[config.mk]
export PLATFORM = sky130hd
export DESIGN_NAME = vtadc_top
export DESIGN_NICKNAME = d
export VERILOG_FILES = /design/src/vtadc_pkg.sv /design/src/vtadc_mod_tick.sv /design/src/vtadc_period_ctr.sv /design/src/vtadc_top.sv
export SDC_FILE = /design/constraint.sdc
export NUM_CORES = 1
export LEC_CHECK = 0
export BUFFER_PORTS_ARGS = -buffer_cell sky130_fd_sc_hd__buf_4
export CAP_MARGIN = 5
export CORE_ASPECT_RATIO = 2
export CORE_MARGIN = 3
export CORE_UTILIZATION = 63
export DETAILED_ROUTE_END_ITERATION = 10
export GPL_TIMING_DRIVEN = 1
export PLACE_DENSITY = 0.83
export SLEW_MARGIN = 20
export SYNTH_ARGS = -nofsm -noshare
export SYNTH_HDL_FRONTEND = slang
export SYNTH_HIERARCHICAL = 1
export SYNTH_SLANG_ARGS = --single-unit
[constraint.sdc]
create_clock -name CLK_SYS -period 17.7 [get_ports CLK_SYS]
set_input_delay 1.77 -clock CLK_SYS [delete_from_list [all_inputs] [get_ports CLK_SYS]]
set_output_delay 1.77 -clock CLK_SYS [all_outputs]
set_load 0.005 [all_outputs]
[src/vtadc_pkg.sv]
// constants, register map and field layout for the v/t converter control block
// assumes a 10 MHz system clock and a 512 kHz modulator timebase
package vtadc_pkg;
  // register byte addresses
  localparam logic [31:0] VTADC_VT_CTRL_ADDR = 32'hFFFF0510;
  localparam logic [31:0] VTADC_FILT_ADDR = 32'hFFFF0518;
  localparam logic [31:0] VTADC_STATUS_ADDR = 32'hFFFF0520;
  // reset values
  localparam logic [15:0] VTADC_VT_CTRL_RST = 16'h0000;
  localparam logic [15:0] VTADC_FILT_RST = 16'h0007;
  // vt_channel_control fields
  localparam int VTADC_VT_EN_BIT = 15;
  localparam int VTADC_EXC_HI = 14;
  localparam int VTADC_EXC_LO = 13;
  localparam int VTADC_CODING_BIT = 9;
  localparam int VTADC_ZERO_BIT = 8;
  localparam int VTADC_INSEL_HI = 7;
  localparam int VTADC_INSEL_LO = 6;
  localparam int VTADC_REF_HI = 5;
  localparam int VTADC_REF_LO = 4;
  // converter_filter_config fields
  localparam int VTADC_CHOP_BIT = 15;
  localparam int VTADC_RAVG_BIT = 14;
  localparam int VTADC_AF_HI = 13;
  localparam int VTADC_AF_LO = 8;
  localparam int VTADC_NOTCH_BIT = 7;
  localparam int VTADC_SF_HI = 6;
  localparam int VTADC_SF_LO = 0;
  // status fields
  localparam int VTADC_ST_SETTLED_BIT = 0;
  localparam int VTADC_ST_BUSY_BIT = 1;
  localparam int VTADC_ST_COMBO_BIT = 2;
  // input select codes
  localparam logic [1:0] VTADC_IN_BATTERY = 2'h0;
  localparam logic [1:0] VTADC_IN_EXT_TEMP = 2'h1;
  localparam logic [1:0] VTADC_IN_INT_TEMP = 2'h2;
  localparam logic [1:0] VTADC_IN_SHORT = 2'h3;
  // reference select codes
  localparam logic [1:0] VTADC_REF_INTERNAL = 2'h0;
  localparam logic [1:0] VTADC_REF_EXTERNAL = 2'h1;
  localparam logic [1:0] VTADC_REF_EXT_HALF = 2'h2;
  localparam logic [1:0] VTADC_REF_SUPPLY_HALF = 2'h3;
  // timing
  localparam int VTADC_CLK_PERIOD_NS = 100;
  localparam int VTADC_SYS_KHZ = 1000000 / VTADC_CLK_PERIOD_NS;
  localparam int VTADC_MOD_RATE_HZ = 512000;
  localparam int VTADC_MOD_KHZ = VTADC_MOD_RATE_HZ / 1000;
  localparam int VTADC_SINC_OSR = 64;
  localparam int VTADC_AF_OFFSET = 3;
  localparam int VTADC_CHOP_EXTRA = 3;
  localparam logic [6:0] VTADC_SF_60HZ = 7'h7E;
  localparam logic [6:0] VTADC_SF_50HZ = 7'h7F;
  localparam int VTADC_RATE60_HZ = 60;
  localparam int VTADC_RATE50_HZ = 50;
  localparam int VTADC_PERIOD_W = 20;
  // output periods before the first valid result
  localparam logic [2:0] VTADC_SETTLE_PLAIN = 3'h3;
  localparam logic [2:0] VTADC_SETTLE_RAVG = 3'h4;
  localparam logic [2:0] VTADC_SETTLE_AF = 3'h1;
  localparam logic [2:0] VTADC_SETTLE_AF_RAVG = 3'h2;
  localparam logic [2:0] VTADC_SETTLE_CHOP = 3'h2;
  // sf/af combination limits of the filter data path
  localparam logic [6:0] VTADC_SF_LIMIT_MID = 7'h20;
  localparam logic [6:0] VTADC_SF_LIMIT_HIGH = 7'h40;
  localparam logic [5:0] VTADC_AF_LIMIT_MID = 6'h08;
endpackage

[src/vtadc_mod_tick.sv]
// modulator timebase: fractional divider from the system clock
// assumes sys_khz >= mod_khz; one-cycle tick pulses, evenly spread
`timescale 1ns/1ps
module vtadc_mod_tick #(
  parameter int SYS_KHZ = 10000,
  parameter int MOD_KHZ = 512,
  parameter int ACC_W = 15
) (
  input wire logic clk,
  input wire logic rst_n,
  output logic tick
);
  initial begin
    if (MOD_KHZ < 1 || MOD_KHZ > SYS_KHZ || SYS_KHZ >= (1 << (ACC_W - 1))) begin
      $error("vtadc_mod_tick: unusable rate or accumulator width");
    end
  end
  localparam logic [ACC_W-1:0] STEP = ACC_W'(MOD_KHZ);
  localparam logic [ACC_W-1:0] WRAP = ACC_W'(SYS_KHZ);
  logic [ACC_W-1:0] acc_reg;
  logic [ACC_W-1:0] acc_sum;
  assign acc_sum = acc_reg + STEP;
  always_ff @(posedge clk or negedge rst_n) begin
    if (!rst_n) begin
      acc_reg <= '0;
      tick <= 1'b0;
    end else if (acc_sum >= WRAP) begin
      acc_reg <= acc_sum - WRAP;
      tick <= 1'b1;
    end else begin
      acc_reg <= acc_sum;
      tick <= 1'b0;
    end
  end
endmodule // vtadc_mod_tick

[src/vtadc_period_ctr.sv]
// conversion sequencer: counts modulator ticks into output periods
// assumes period_len >= 1 and settle_periods >= 1; restart is a pulse
`timescale 1ns/1ps
module vtadc_period_ctr #(
  parameter int PERIOD_W = 20
) (
  input wire logic clk,
  input wire logic rst_n,
  input wire logic tick,
  input wire logic enable,
  input wire logic restart,
  input wire logic [PERIOD_W-1:0] period_len,
  input wire logic [2:0] settle_periods,
  output logic strobe,
  output logic settled,
  output logic busy
);
  initial begin
    if (PERIOD_W < 8) begin
      $error("vtadc_period_ctr: period width too small");
    end
  end
  logic [PERIOD_W-1:0] cnt_reg;
  logic [2:0] done_reg;
  logic period_end;
  // >= guards against a shorter length arriving mid period
  assign period_end = tick && (cnt_reg >= period_len - PERIOD_W'(1));
  always_ff @(posedge clk or negedge rst_n) begin
    if (!rst_n) begin
      cnt_reg <= '0;
    end else if (restart || !enable) begin
      cnt_reg <= '0; // RL16
    end else if (period_end) begin
      cnt_reg <= '0;
    end else if (tick) begin
      cnt_reg <= cnt_reg + PERIOD_W'(1);
    end
  end
  always_ff @(posedge clk or negedge rst_n) begin
    if (!rst_n) begin
      done_reg <= '0;
      settled <= 1'b0;
    end else if (restart || !enable) begin
      done_reg <= '0; // RL16
      settled <= 1'b0;
    end else if (period_end && !settled) begin
      if (done_reg >= settle_periods - 3'h1) begin
        settled <= 1'b1;
      end else begin
        done_reg <= done_reg + 3'h1;
      end
    end
  end
  always_ff @(posedge clk or negedge rst_n) begin
    if (!rst_n) begin
      strobe <= 1'b0;
      busy <= 1'b0;
    end else begin
      // no result until the settling periods have run out
      strobe <= enable && !restart && period_end &&
                (settled || done_reg >= settle_periods - 3'h1); // RL16
      busy <= enable && !restart;
    end
  end
endmodule // vtadc_period_ctr

[src/vtadc_top.sv]
// v/t converter channel control and shared filter configuration, apb slave
// assumes an apb master on CLK_SYS; analog blocks act on the level outputs
`timescale 1ns/1ps
// Operation
// (RL1) bit 15 of channel control powers the v/t converter up; clear powers down
// (RL2) bits 14:13 drive 50 uA sources: none, ext temp, switched ground, both
// (RL3) bit 9 one gives unipolar coding, zero gives two's complement
// (RL4) bits 7:6 select battery/24, ext temp pins, internal sensor, short
// (RL5) temperature inputs route each result to the temperature result register
// (RL6) battery input selection enables the high-voltage buffers automatically; here only while bit 15 is set
// (RL7) bits 5:4 pick reference; supply-half uses switched ground for temperature
// (RL8) software keeps reserved bits 12:10 and 3:0, writes zero to bit 8
// (RL9) any modifying write of filter config resets both converters
// (RL10) bit 15 chops; af zero cuts rate by three; settling two periods
// (RL11) bit 14 runs average of two; forced on under chop; one more period
// (RL12) bits 13:8 hold the averaging factor of the post-filter
// (RL13) bit 7 adds a second notch at 1.333 times the first
// (RL14) bits 6:0 decimation; rate 512000 over (sf+1)*64 up to 125
// (RL15) decimation 126 forces 60 Hz, 127 forces 50 Hz
// (RL16) after filter reset decimation restarts empty; no result until settled
module vtadc_top
  import vtadc_pkg::*;
(
  input wire logic CLK_SYS,
  input wire logic RESET_N,
  input wire logic PSEL,
  input wire logic PENABLE,
  input wire logic PWRITE,
  input wire logic [31:0] PADDR,
  input wire logic [31:0] PWDATA,
  output logic [31:0] PRDATA,
  output logic PREADY,
  output logic PSLVERR,
  output logic VT_ENABLE,
  output logic EXT_TEMP_PIN_SRC,
  output logic SWITCHED_GROUND_PIN_SRC,
  output logic VT_UNIPOLAR,
  output logic [1:0] VT_INPUT_SEL,
  output logic HV_BUFFER_EN,
  output logic [1:0] VT_REF_SEL,
  output logic VT_REF_USE_SWITCHED_GROUND,
  output logic CHOP_EN,
  output logic RUN_AVG_EN,
  output logic [5:0] AVERAGING_FACTOR,
  output logic SECOND_NOTCH_EN,
  output logic [6:0] DECIMATION_FACTOR,
  output logic I_CONV_RESET,
  output logic VT_CONV_RESET,
  output logic VT_RESULT_STROBE,
  output logic VT_RESULT_TO_TEMP
);
  localparam int PW = VTADC_PERIOD_W;
  localparam logic [PW-1:0] LEN_60HZ = PW'(VTADC_MOD_RATE_HZ / VTADC_RATE60_HZ);
  localparam logic [PW-1:0] LEN_50HZ = PW'(VTADC_MOD_RATE_HZ / VTADC_RATE50_HZ);
  localparam logic [PW-1:0] OSR = PW'(VTADC_SINC_OSR);
  localparam logic [PW-1:0] AF_OFS = PW'(VTADC_AF_OFFSET);
  localparam logic [PW-1:0] CHOP_ADD = PW'(VTADC_CHOP_EXTRA);
  // longest chopped period at full factors must fit the period counter
  localparam int MAX_LEN = (int'(VTADC_SF_50HZ) + 1) * VTADC_SINC_OSR *
    (int'(6'h3F) + VTADC_AF_OFFSET) + VTADC_CHOP_EXTRA;

  initial begin
    if (MAX_LEN >= (1 << PW)) begin
      $error("vtadc_top: period counter too narrow");
    end
  end

  logic [15:0] vt_ctrl_reg;
  logic [15:0] filt_reg;
  logic [15:0] wdata16;
  logic sel_vt;
  logic sel_filt;
  logic sel_status;
  logic setup_phase;
  logic access_done;
  logic wr_vt;
  logic wr_filt;
  logic filt_changed;
  logic conv_reset_reg;
  logic [15:0] status_word;
  logic mod_tick;
  logic seq_strobe;
  logic seq_settled;
  logic seq_busy;
  logic combo_bad;
  logic chop;
  logic ravg_eff;
  logic [5:0] af;
  logic [6:0] sf;
  logic [1:0] in_sel;
  logic [PW-1:0] base_len;
  logic [PW-1:0] period_len;
  logic [2:0] settle_periods;

  // ---------------- apb slave ----------------
  assign wdata16 = PWDATA[15:0];
  assign sel_vt = (PADDR == VTADC_VT_CTRL_ADDR);
  assign sel_filt = (PADDR == VTADC_FILT_ADDR);
  assign sel_status = (PADDR == VTADC_STATUS_ADDR);
  assign setup_phase = PSEL && !PENABLE;
  // PREADY is registered, so every access has exactly one access cycle
  assign access_done = PSEL && PENABLE && PREADY;
  assign wr_vt = access_done && PWRITE && sel_vt;
  assign wr_filt = access_done && PWRITE && sel_filt;
  assign filt_changed = wr_filt && (wdata16 != filt_reg);

  always_ff @(posedge CLK_SYS or negedge RESET_N) begin
    if (!RESET_N) begin
      PREADY <= 1'b0;
    end else begin
      PREADY <= setup_phase;
    end
  end

  always_ff @(posedge CLK_SYS or negedge RESET_N) begin
    if (!RESET_N) begin
      PSLVERR <= 1'b0;
    end else if (setup_phase) begin
      PSLVERR <= !(sel_vt || sel_filt || sel_status);
    end else if (access_done) begin
      PSLVERR <= 1'b0;
    end
  end

  always_ff @(posedge CLK_SYS or negedge RESET_N) begin
    if (!RESET_N) begin
      PRDATA <= 32'h00000000;
    end else if (setup_phase && !PWRITE) begin
      if (sel_vt) begin
        PRDATA <= {16'h0000, vt_ctrl_reg};
      end else if (sel_filt) begin
        PRDATA <= {16'h0000, filt_reg};
      end else if (sel_status) begin
        PRDATA <= {16'h0000, status_word};
      end else begin
        PRDATA <= 32'h00000000;
      end
    end else if (access_done) begin
      PRDATA <= 32'h00000000;
    end
  end

  // ---------------- registers ----------------
  // reserved bits are stored so software can read-modify-write them
  always_ff @(posedge CLK_SYS or negedge RESET_N) begin
    if (!RESET_N) begin
      vt_ctrl_reg <= VTADC_VT_CTRL_RST;
    end else if (wr_vt) begin
      vt_ctrl_reg <= wdata16;
      vt_ctrl_reg[VTADC_ZERO_BIT] <= 1'b0; // RL8
    end
  end

  always_ff @(posedge CLK_SYS or negedge RESET_N) begin
    if (!RESET_N) begin
      filt_reg <= VTADC_FILT_RST;
    end else if (wr_filt) begin
      filt_reg <= wdata16;
    end
  end

  // a rewrite of the same value leaves running conversions alone
  always_ff @(posedge CLK_SYS or negedge RESET_N) begin
    if (!RESET_N) begin
      conv_reset_reg <= 1'b0;
    end else begin
      conv_reset_reg <= filt_changed; // RL9
    end
  end

  always_ff @(posedge CLK_SYS or negedge RESET_N) begin
    if (!RESET_N) begin
      I_CONV_RESET <= 1'b0;
      VT_CONV_RESET <= 1'b0;
    end else begin
      I_CONV_RESET <= filt_changed; // RL9
      VT_CONV_RESET <= filt_changed; // RL9
    end
  end

  // ---------------- channel control outputs ----------------
  assign in_sel = vt_ctrl_reg[VTADC_INSEL_HI:VTADC_INSEL_LO];

  always_ff @(posedge CLK_SYS or negedge RESET_N) begin
    if (!RESET_N) begin
      VT_ENABLE <= 1'b0;
      EXT_TEMP_PIN_SRC <= 1'b0;
      SWITCHED_GROUND_PIN_SRC <= 1'b0;
      VT_UNIPOLAR <= 1'b0;
    end else begin
      VT_ENABLE <= vt_ctrl_reg[VTADC_VT_EN_BIT]; // RL1
      EXT_TEMP_PIN_SRC <= vt_ctrl_reg[VTADC_EXC_LO]; // RL2
      SWITCHED_GROUND_PIN_SRC <= vt_ctrl_reg[VTADC_EXC_HI]; // RL2
      VT_UNIPOLAR <= vt_ctrl_reg[VTADC_CODING_BIT]; // RL3
    end
  end

  always_ff @(posedge CLK_SYS or negedge RESET_N) begin
    if (!RESET_N) begin
      VT_INPUT_SEL <= VTADC_IN_BATTERY;
      HV_BUFFER_EN <= 1'b0;
    end else begin
      VT_INPUT_SEL <= in_sel; // RL4
      // buffers only matter while the converter is powered
      HV_BUFFER_EN <= vt_ctrl_reg[VTADC_VT_EN_BIT] && (in_sel == VTADC_IN_BATTERY); // RL6
    end
  end

  always_ff @(posedge CLK_SYS or negedge RESET_N) begin
    if (!RESET_N) begin
      VT_REF_SEL <= VTADC_REF_INTERNAL;
      VT_REF_USE_SWITCHED_GROUND <= 1'b0;
    end else begin
      VT_REF_SEL <= vt_ctrl_reg[VTADC_REF_HI:VTADC_REF_LO]; // RL7
      VT_REF_USE_SWITCHED_GROUND <=
        (vt_ctrl_reg[VTADC_REF_HI:VTADC_REF_LO] == VTADC_REF_SUPPLY_HALF) &&
        (in_sel == VTADC_IN_EXT_TEMP || in_sel == VTADC_IN_INT_TEMP); // RL7
    end
  end

  // ---------------- filter configuration outputs ----------------
  assign chop = filt_reg[VTADC_CHOP_BIT];
  assign ravg_eff = filt_reg[VTADC_RAVG_BIT] || chop; // RL11
  assign af = filt_reg[VTADC_AF_HI:VTADC_AF_LO];
  assign sf = filt_reg[VTADC_SF_HI:VTADC_SF_LO];

  always_ff @(posedge CLK_SYS or negedge RESET_N) begin
    if (!RESET_N) begin
      CHOP_EN <= 1'b0;
      RUN_AVG_EN <= 1'b0;
      AVERAGING_FACTOR <= VTADC_FILT_RST[VTADC_AF_HI:VTADC_AF_LO];
      SECOND_NOTCH_EN <= 1'b0;
      DECIMATION_FACTOR <= VTADC_FILT_RST[VTADC_SF_HI:VTADC_SF_LO];
    end else begin
      CHOP_EN <= chop; // RL10
      RUN_AVG_EN <= ravg_eff; // RL11
      AVERAGING_FACTOR <= af; // RL12
      SECOND_NOTCH_EN <= filt_reg[VTADC_NOTCH_BIT]; // RL13
      DECIMATION_FACTOR <= sf; // RL14
    end
  end

  // ---------------- output period and settling ----------------
  // length in modulator ticks; the forced rates round down to whole ticks
  assign base_len = (PW'(sf) + PW'(1)) * OSR;

  always_comb begin
    period_len = base_len; // RL14
    if (sf == VTADC_SF_60HZ) begin
      period_len = LEN_60HZ; // RL15
    end else if (sf == VTADC_SF_50HZ) begin
      period_len = LEN_50HZ; // RL15
    end else if (chop) begin
      period_len = base_len * (PW'(af) + AF_OFS) + CHOP_ADD; // RL10
    end else if (af != 6'h00) begin
      period_len = base_len * (PW'(af) + AF_OFS); // RL12
    end
  end

  always_comb begin
    settle_periods = VTADC_SETTLE_PLAIN;
    if (chop) begin
      settle_periods = VTADC_SETTLE_CHOP; // RL10
    end else if (af != 6'h00) begin
      settle_periods = ravg_eff ? VTADC_SETTLE_AF_RAVG : VTADC_SETTLE_AF; // RL11
    end else if (ravg_eff) begin
      settle_periods = VTADC_SETTLE_RAVG; // RL11
    end
  end

  // the data path cannot serve every sf/af pair; flagged, not blocked
  assign combo_bad = (sf >= VTADC_SF_LIMIT_HIGH && af != 6'h00) ||
                     (sf >= VTADC_SF_LIMIT_MID && af >= VTADC_AF_LIMIT_MID);

  assign status_word = {13'h0000, combo_bad, seq_busy, seq_settled};

  vtadc_mod_tick #(
    .SYS_KHZ(VTADC_SYS_KHZ),
    .MOD_KHZ(VTADC_MOD_KHZ),
    .ACC_W(15)
  ) u_tick (
    .clk(CLK_SYS),
    .rst_n(RESET_N),
    .tick(mod_tick)
  );

  // every filter reset restarts decimation from an empty state
  vtadc_period_ctr #(
    .PERIOD_W(PW)
  ) u_seq (
    .clk(CLK_SYS),
    .rst_n(RESET_N),
    .tick(mod_tick),
    .enable(vt_ctrl_reg[VTADC_VT_EN_BIT]),
    .restart(conv_reset_reg), // RL16
    .period_len(period_len),
    .settle_periods(settle_periods),
    .strobe(seq_strobe),
    .settled(seq_settled),
    .busy(seq_busy)
  );

  // a result launched just before a power-down or filter reset is dropped
  always_ff @(posedge CLK_SYS or negedge RESET_N) begin
    if (!RESET_N) begin
      VT_RESULT_STROBE <= 1'b0;
      VT_RESULT_TO_TEMP <= 1'b0;
    end else begin
      VT_RESULT_STROBE <= seq_strobe && vt_ctrl_reg[VTADC_VT_EN_BIT] &&
                          !conv_reset_reg; // RL16
      VT_RESULT_TO_TEMP <= (in_sel == VTADC_IN_EXT_TEMP) ||
                           (in_sel == VTADC_IN_INT_TEMP); // RL5
    end
  end

endmodule // vtadc_top

# Word level (Yosys, flattened, before mapping)

Index checks and enable logic that the tools add are counted.

Bits in registers: 136
Input port bits: 69

Add/subtract/negate cells: 9
Multipliers: 1
Magnitude comparators: 6
Eq/ne operators: 10
Mux-type cells: 26
Reduce and logical (&&, ||, !) cells: 41

Operators by type and width:

| cell                     | count |
|---|---|
| $mux W20                 | 7 |
| $eq A32 B32 Y1 const B   | 3 |
| $mux W32                 | 3 |
| $mux W3                  | 7 |
| $add A20 B1 Y20 const B  | 1 |
| $add A20 B2 Y20 const B  | 1 |
| $ge A20 B20 Y1           | 1 |
| $sub A20 B1 Y20 const B  | 1 |
| $logic_and A1 B1 Y1      | 19 |
| $mux W16                 | 1 |
| $ne A16 B16 Y1           | 1 |
| $add A15 B10 Y15 const B | 1 |
| $ge A15 B14 Y1 const B   | 1 |
| $mux W15                 | 1 |
| $sub A15 B14 Y15 const B | 1 |
| $eq A7 B7 Y1 const B     | 2 |
| $mul A8 B7 Y14           | 1 |
| $add A7 B1 Y8 const B    | 1 |
| $reduce_bool A2 Y1       | 4 |
| $add A6 B2 Y7 const B    | 1 |
| $ge A7 B6 Y1 const B     | 1 |
| $ge A7 B7 Y1 const B     | 1 |
| $logic_or A1 B1 Y1       | 7 |
| $ge A6 B4 Y1 const B     | 1 |
| other kinds (13)         | 25 |

# Depth between registers and ports, before layout

Gate-level depths: netlist of run 1.

Depth after elaboration: 12
Gate-level depth with buffers: 33
Depth with buffers taken out: 31

# Cells and area by module

The synthesis of run 1 kept the hierarchy.

By module, submodules not included:

| module           | times used | cells each | area an instance (um2) | seq. area each (um2) |
|---|---|---|---|---|
| vtadc_top        | 1          | 524        | 5,490.3                | 1,959.4 |
| vtadc_period_ctr | 1          | 264        | 2,328.5                | 650.6 |
| vtadc_mod_tick   | 1          | 79         | 759.5                  | 300.3 |

# Least setup slack after synthesis of run 1

OpenSTA, ideal clock, no wires.

Kind: reg-to-reg
Start: register filt_reg[8]
End: register u_seq.cnt_reg[4]
Library setup time: 126 ps
Data arrival time: 7,634 ps
Path slack: 9,940 ps
Stages on the path, launching flop included: 33
Buffers on the path: 2
Clock period less this slack: 7,760 ps
Cell sequence: dfrtp_1 > clkbuf_1 > inv_1 > ha_1 > and3b_1 > xnor2_1 > or2_2 > fa_1 > fa_1 > inv_1 > fa_1 > inv_1 > fa_1 > inv_1 > ha_1 > o21ai_0 > a21oi_1 > a21oi_1 > nor2_1 > nor3_1 > or4_1 > nor4_1 > nand2b_1 > nor4_1 > xnor2_1 > ha_1 > nand4_1 > nor4_2 > a32oi_2 > o21ai_2 > nor3_4 > buf_4 > a221o_1

Word-level cells in the longest chain between the ends: 11

Ends and longest elaborated chain:

| element                                     | line                               | source |
|---|---|---|
| start, declared                             | vtadc_top.sv:69                    | `logic [15:0] filt_reg;` |
| start signal, assigned                      | vtadc_top.sv:158                   | `filt_reg <= wdata16;` |
| $add A6 B2 Y7                               | vtadc_top.sv:254, vtadc_top.sv:256 |  |
| $mul A8 B7 Y14                              | vtadc_top.sv:254, vtadc_top.sv:256 |  |
| $add A20 B2 Y20 or $mux W20 (tied branches) | vtadc_top.sv:254, vtadc_top.sv:255 |  |
| $mux W20 (*)                                | vtadc_top.sv:253                   | `end else if (chop) begin` |
| $mux W20 (*)                                | vtadc_top.sv:251                   | `end else if (sf == VTADC_SF_50HZ) begin` |
| $mux W20 (*)                                | vtadc_top.sv:249                   | `if (sf == VTADC_SF_60HZ) begin` |
| via period_len[12]                          | vtadc_top.sv:92                    | `logic [PW-1:0] period_len;` |
| $sub A20 B1 Y20 (*)                         | vtadc_period_ctr.sv:27             | `assign period_end = tick && (cnt_reg >= period_len - PERIOD_W'(1));` |
| $ge A20 B20 Y1 (*)                          | vtadc_period_ctr.sv:27             |  |
| $logic_and A1 B1 Y1 (*)                     | vtadc_period_ctr.sv:27             |  |
| $mux W20                                    | vtadc_period_ctr.sv:33             | `end else if (period_end) begin` |
| $mux W20                                    | vtadc_period_ctr.sv:31             | `end else if (restart \|\| !enable) begin` |
| end signal, assigned                        | vtadc_period_ctr.sv:36             | `cnt_reg <= cnt_reg + PERIOD_W'(1);` |
| end, declared                               | vtadc_period_ctr.sv:23             | `logic [PERIOD_W-1:0] cnt_reg;` |

The timed path passes the listed nets; every way through them passes the cells marked *.
A chain may end at the register's enable or synchronous reset.

# Worst setup path in the final report of run 1

Start: register filt_reg[8]
End: register u_seq.cnt_reg[10]

The elaborated chain is that of the path after synthesis.

==> flow_summary.toml, run 1 <==
[synth]
synth_simple_gate_area_share_pct = 19.8
yosys.area_share.adder_pct = 16.5
synth_common_cells = "110 x dfrtp_1, 88 x nor2_1, 68 x ha_1"
synth_top_area_cell = "dfrtp_1"
synth_top_family_by_area = "simple AND/OR/NAND/NOR gates"
yosysUniqueCellTypes = 73
ys.flop_type = "dfrtp_1"
syn-cell-area_sq_um = 8580
synth_compound_area_share_pct = 11.4
yosysWarnings = 6
avgSynthCellArea_sq_um = 9.89
yosys.cell_count.top_type = "dfrtp_1"
async_flop_share_pct = 100
synth-xor-area-share_pct = 6.02
synth_edf_count = 0
synth_area_leaders = "dfrtp_1 32%, ha_1 9.9%, fa_1 6.5%, xnor2_1 4.5%, nor2_1 3.9%"
synthCells = 867
muxShareOfSynthArea_pct = 6.72
synth-seq-area-share_pct = 33.9
ys_ff_latch = 116
yosys.area.top_type_share_pct = 32.1

[clocking]
cts_resized = 0
cts_buffer_depth = 2
clk_latency_ns = 0.42
cts_root_buffer = "clkbuf_16"
post_cts.repair.setup_buffers = 0
cts.sinks = 116
htree_levels = 4
path_clk_slew_ns = 0.06
cts_tree = "yes"
numCtsBuffers = 17
cts_hold_buffers = 0

[floorplanning]
core_area_sq_um = 13100
row_count = 59
die_h_microns = 171
initial_utilization_pct = 65.3
dieArea_sq_um = 15100
die_x_microns = 88.5
ios = 133

[finish]
fill_cells = 902
nets = 1124
synthToLayoutAreaGrowth_pct = 15.4
antenna_cells = 0
drive_gt1_share_pct = 20.9
largest_reg_flops = 20
finalCoreUtilization_pct = 75.4

[placed_design]
gp_congestion = 0.882
place_hpwl_microns = 15900
post-place-ws_ns = 8.78
portBuffers = 100

[timing]
setup_tns_ns = 0
fmax_mhz = 109
tightest_slew_ns = 1.18
setup_viol = 0
hold_viol = 0
maxSlewHeadroom_pct = 21.0
rsz0062_at_grt = "false"
min_period_over_period_pct = 51.7
maxSlewViolCount = 0
clock_skew_ns = 0.00895
fin_crit_ns = 9.16
setup_ws_ns = 8.54

[drt]
drc = 0
routed_wl_microns = 21600
ant_nets = 0
routedWlPerCell_microns = 19.2
drtPass1Iterations = 4
drtIter0Drc = 337
routed_via_density = 6.22
vias = 6993

[outcome]
status = "complete, no violations"

[global_route]
gr-total-overflow = 0
antenna_found_initial = 0
grt_use_total_pct = 29.8
grt_pass1_wl_microns = 34800
grt_max_degree = 67
grt_pass1_vias = 7493

[hold_path]
min_path_type = "flip-flop to flip-flop"

[power]
p_leak_nw = 5.02
ir_drop_uv = 65.6
total_power_w = 0.000631
power_density_nw_per_um2 = 63.7

[worst_setup_path]
critPathKind = "flip-flop to flip-flop"
cp.arrival_ns = 9.45
cp.required_ns = 18.00
slowest_delay_ns = 0.66
end_kind = "flip-flop"
cp_slowest_cell = "dfrtp_1"
startpoint_type = "flip-flop"
timing.critical_path.fanout_max = 17

[run]
max-cap-violations = 0
## report_power, final
part / switching (W) / leakage (nW) / internal [W] / total [W]
logic: 0.0000137 / 3.18 / 0.0000112 / 0.0000249
clock network: 0.000129 / 0.281 / 0.000211 / 0.000340
registers: 0.000000235 / 1.57 / 0.000266 / 0.000266
## cell families after synthesis
group,after synthesis
simple gates,318
xor+xnor,59
fa+ha+maj,96
buf+inv,101
mux,46
other cells,1
compound gates,130
flops,116
## final cells by class
cell class / count / area [sq um] / area share [%]
Timing Repair Buffer: 103 / 773 / 7.81
Clock inverter: 12 / 130 / 1.31
Sequential cell: 116 / 2910 / 29.4
Inverter: 51 / 191 / 1.93
Clock buffer: 20 / 447 / 4.51
Multi-Input combinational cell: 670 / 5260 / 53.1
Tap cell: 152 / 190 / 1.92
## cells in the final DEF, fill, tap and decap left out, types with 5 or more instances in the layout
cell	Yosys	final
buf_4	19	103
nand3_1	28	28
nor3_1	24	24
a22o_1	8	8
inv_1	50	50
nor2b_1	10	10
mux2_4	20	20
nand2_1	48	48
and3_1	9	9
or3_1	8	8
dfrtp_1	110	110
nor4_1	8	8
mux2i_1	13	13
xor2_1	15	15
dfstp_2	6	6
nand2b_1	13	13
fa_1	28	28
a21o_1	9	9
and2_1	19	19
xnor2_1	44	44
a21oi_1	30	30
mux2_2	13	13
nor2_1	88	88
and4_1	5	5
o21ai_0	21	21
conb_1	1	21
or2_2	15	15
a221o_1	21	21
ha_1	68	68
nand4_1	18	18
clkbuf_16	0	17
## final timing paths
check / startpoint / end / slack, ns / cells past startpoint
worst min-delay path: vt_ctrl_reg[13]$_DFFE_PN0P_ / EXT_TEMP_PIN_SRC$_DFF_PN0_ / 0.40 / 0
worst max register to register: filt_reg[8]$_DFFE_PN0P_ / u_seq/cnt_reg[10]$_DFFE_PN0P_ / 8.54 / 29
worst max-delay path: filt_reg[8]$_DFFE_PN0P_ / u_seq/cnt_reg[10]$_DFFE_PN0P_ / 8.54 / 29
min in group asynchronous: RESET_N / AVERAGING_FACTOR[5]$_DFF_PN0_ / 1.39 / 1
worst min register to register: vt_ctrl_reg[13]$_DFFE_PN0P_ / EXT_TEMP_PIN_SRC$_DFF_PN0_ / 0.40 / 0
max in group asynchronous: RESET_N / u_seq/strobe$_DFF_PN0_ / 15.07 / 2
## critical path, delay by kind of cell (launching register included)
family                   cells  cell delay [ns]
buffers and inverters        4             0.32
AND/OR/NAND/NOR             11             3.13
flip-flops                   1             0.66
XOR/XNOR                     2             0.34
adder cells (fa/ha/maj)      7             3.07
AO/OA/AOI/OAI                5             1.50
## per-stage QoR
stage / std cells / area [sq um] / hold slack (ns)
floorplan: 887 / 8650 / 0.352
global placement: 1092 / 9330 / 0.385
detailed placement: 1092 / 9330 / 0.386
CTS: 1124 / 9900 / 0.408
global route: 1124 / 9900 / 0.424
finish: 1124 / 9900 / 0.405
## per-layer routing
metal	track usage (%)	part of all wire (%)	vias to the layer above
met5	0	0	-
li1	-	-	3209
met2	55.8	57	248
met3	5.35	3.7	100
met1	27.9	34	3436
met4	20.1	5.9	0
Power figures use the tool's default switching activity.
==> inputs of run 2 (changes only) <==
CORE_UTILIZATION = 58   (was 63)
PLACE_DENSITY = 0.77   (was 0.83)
clock period = 9.5 ns   (was 17.7 ns; I/O delays follow)
==> flow_summary.toml, run 2 (synthesized netlist as in run 1, its figures left out) <==
[timing]
rsz0062_at_grt = "false"
fmax_mhz = 115
tightest_slew_ns = 0.873
setup_viol = 0
fin_crit_ns = 8.72
hold_viol = 0
setup_tns_ns = 0
maxSlewViolCount = 0
holdWs_ns = 0.406
clock_skew_ns = 0.0104
maxSlewHeadroom_pct = 41.8
min_period_over_period_pct = 91.8

[power]
total_power_w = 0.00118
ir_drop_uv = 109
power_density_nw_per_um2 = 118
p_leak_nw = 5.06

[finish]
fill_cells = 1122
mostFrequentLayoutCells = "111 x buf_4, 110 x dfrtp_1, 87 x nor2_1"
synthToLayoutAreaGrowth_pct = 16.8
drive_gt1_share_pct = 21.8
largest_reg_flops = 20
layout_commonest_cell = "buf_4"
nets = 1132
stdcell_area_sq_um = 10000
antenna_cells = 0

[worst_setup_path]
path_delay_family = "adder cells"
slowest_delay_ns = 0.70
rrSetupSlack_ns = 0.78
cp.required_ns = 9.80
critPathKind = "flip-flop to flip-flop"
cp.arrival_ns = 9.02
timing.critical_path.fanout_max = 17
path_buf_inv = 4
end_kind = "flip-flop"
cp_slowest_cell = "dfstp_2"
startpoint_type = "flip-flop"

[clocking]
cts_buffer_depth = 2
cts_resized = 0
cts_root_buffer = "clkbuf_16"
post_cts.repair.setup_buffers = 0
cts_tree = "yes"
cts_hold_buffers = 0
path_clk_slew_ns = 0.06
numCtsBuffers = 17
cts.sinks = 116
clk_latency_ns = 0.42
htree_levels = 4

[outcome]
status = "complete, no violations"

[run]
max-cap-violations = 0

[drt]
drtIter0Drc = 289
routed_via_density = 5.88
drtPass1Iterations = 5
drc = 0
routedWlPerCell_microns = 18.4
routed_wl_microns = 21600
vias = 6897
ant_nets = 0

[global_route]
gr-total-overflow = 0
grt_pass1_vias = 7171
grt_max_degree = 72
grt_pass1_wl_microns = 34900
antenna_found_initial = 0
grt_use_total_pct = 27.0

[floorplanning]
row_count = 62
core_area_sq_um = 14400
die_x_microns = 92.0
ios = 133
die_h_microns = 178
dieArea_sq_um = 16400
initial_utilization_pct = 59.5

[placed_design]
gp_congestion = 0.878
placed_area_sq_um = 9440
portBuffers = 100
place_hpwl_microns = 15800

[hold_path]
min_path_type = "flip-flop to flip-flop"
==> run 2: cell types whose count changed in the layout (fill, tap and decap cells not counted), sizes merged <==
| cell | previous run | this run |
|---|---|---|
| clkinv | 7 | 4 |
| inv | 52 | 55 |
| clkinvlp | 2 | 3 |
| bufinv | 2 | 1 |
| buf | 103 | 111 |
==> run 2: area by class of cell <==
class	instances	area [sq um]	area share (%)
Clock buffer	20	467	4.66
Sequential cell	116	2910	29.0
Clock inverter	12	119	1.19
Inverter	51	191	1.91
Tap cell	192	240	2.40
Timing Repair Buffer	111	833	8.31
Multi-Input combinational cell	670	5260	52.5
==> run 2: layer usage <==
layer / GRT usage (%) / wire length [microns]
met4: 13.5 / 845
met1: 26.9 / 7650
met2: 53.2 / 12400
met5: 0 / 0
met3: 3.63 / 657
==> run 2: power breakdown <==
group	switching (W)	internal, W	total (W)
Sequential	0.000000456	0.000495	0.000496
Combinational	0.0000254	0.0000208	0.0000463
Clock	0.000253	0.000385	0.000638
==> run 2: final timing paths <==
check                                       startpoint                             to  cells past startpoint
min in group asynchronous                      RESET_N    vt_ctrl_reg[13]$_DFFE_PN0P_                      1
max in group asynchronous                      RESET_N   u_tick/acc_reg[14]$_DFF_PN0_                      2
setup / recovery               filt_reg[0]$_DFFE_PN1P_  u_seq/cnt_reg[13]$_DFFE_PN0P_                     28
hold reg to reg            vt_ctrl_reg[13]$_DFFE_PN0P_     EXT_TEMP_PIN_SRC$_DFF_PN0_                      0
setup reg to reg               filt_reg[0]$_DFFE_PN1P_  u_seq/cnt_reg[13]$_DFFE_PN0P_                     28
hold / removal             vt_ctrl_reg[13]$_DFFE_PN0P_     EXT_TEMP_PIN_SRC$_DFF_PN0_                      0
==> run 2: through the flow <==
stage / util (%) / setup WS (ns) / cells
6_report: 69.5 / 0.777 / 1172
5_1_grt: 69.5 / 0.422 / 1172
4_1_cts: 69.5 / 0.854 / 1172
3_5_place_dp: 65.4 / 0.884 / 1140
3_3_place_gp: 65.4 / 1.06 / 1140
2_1_floorplan: - / 1.74 / 887
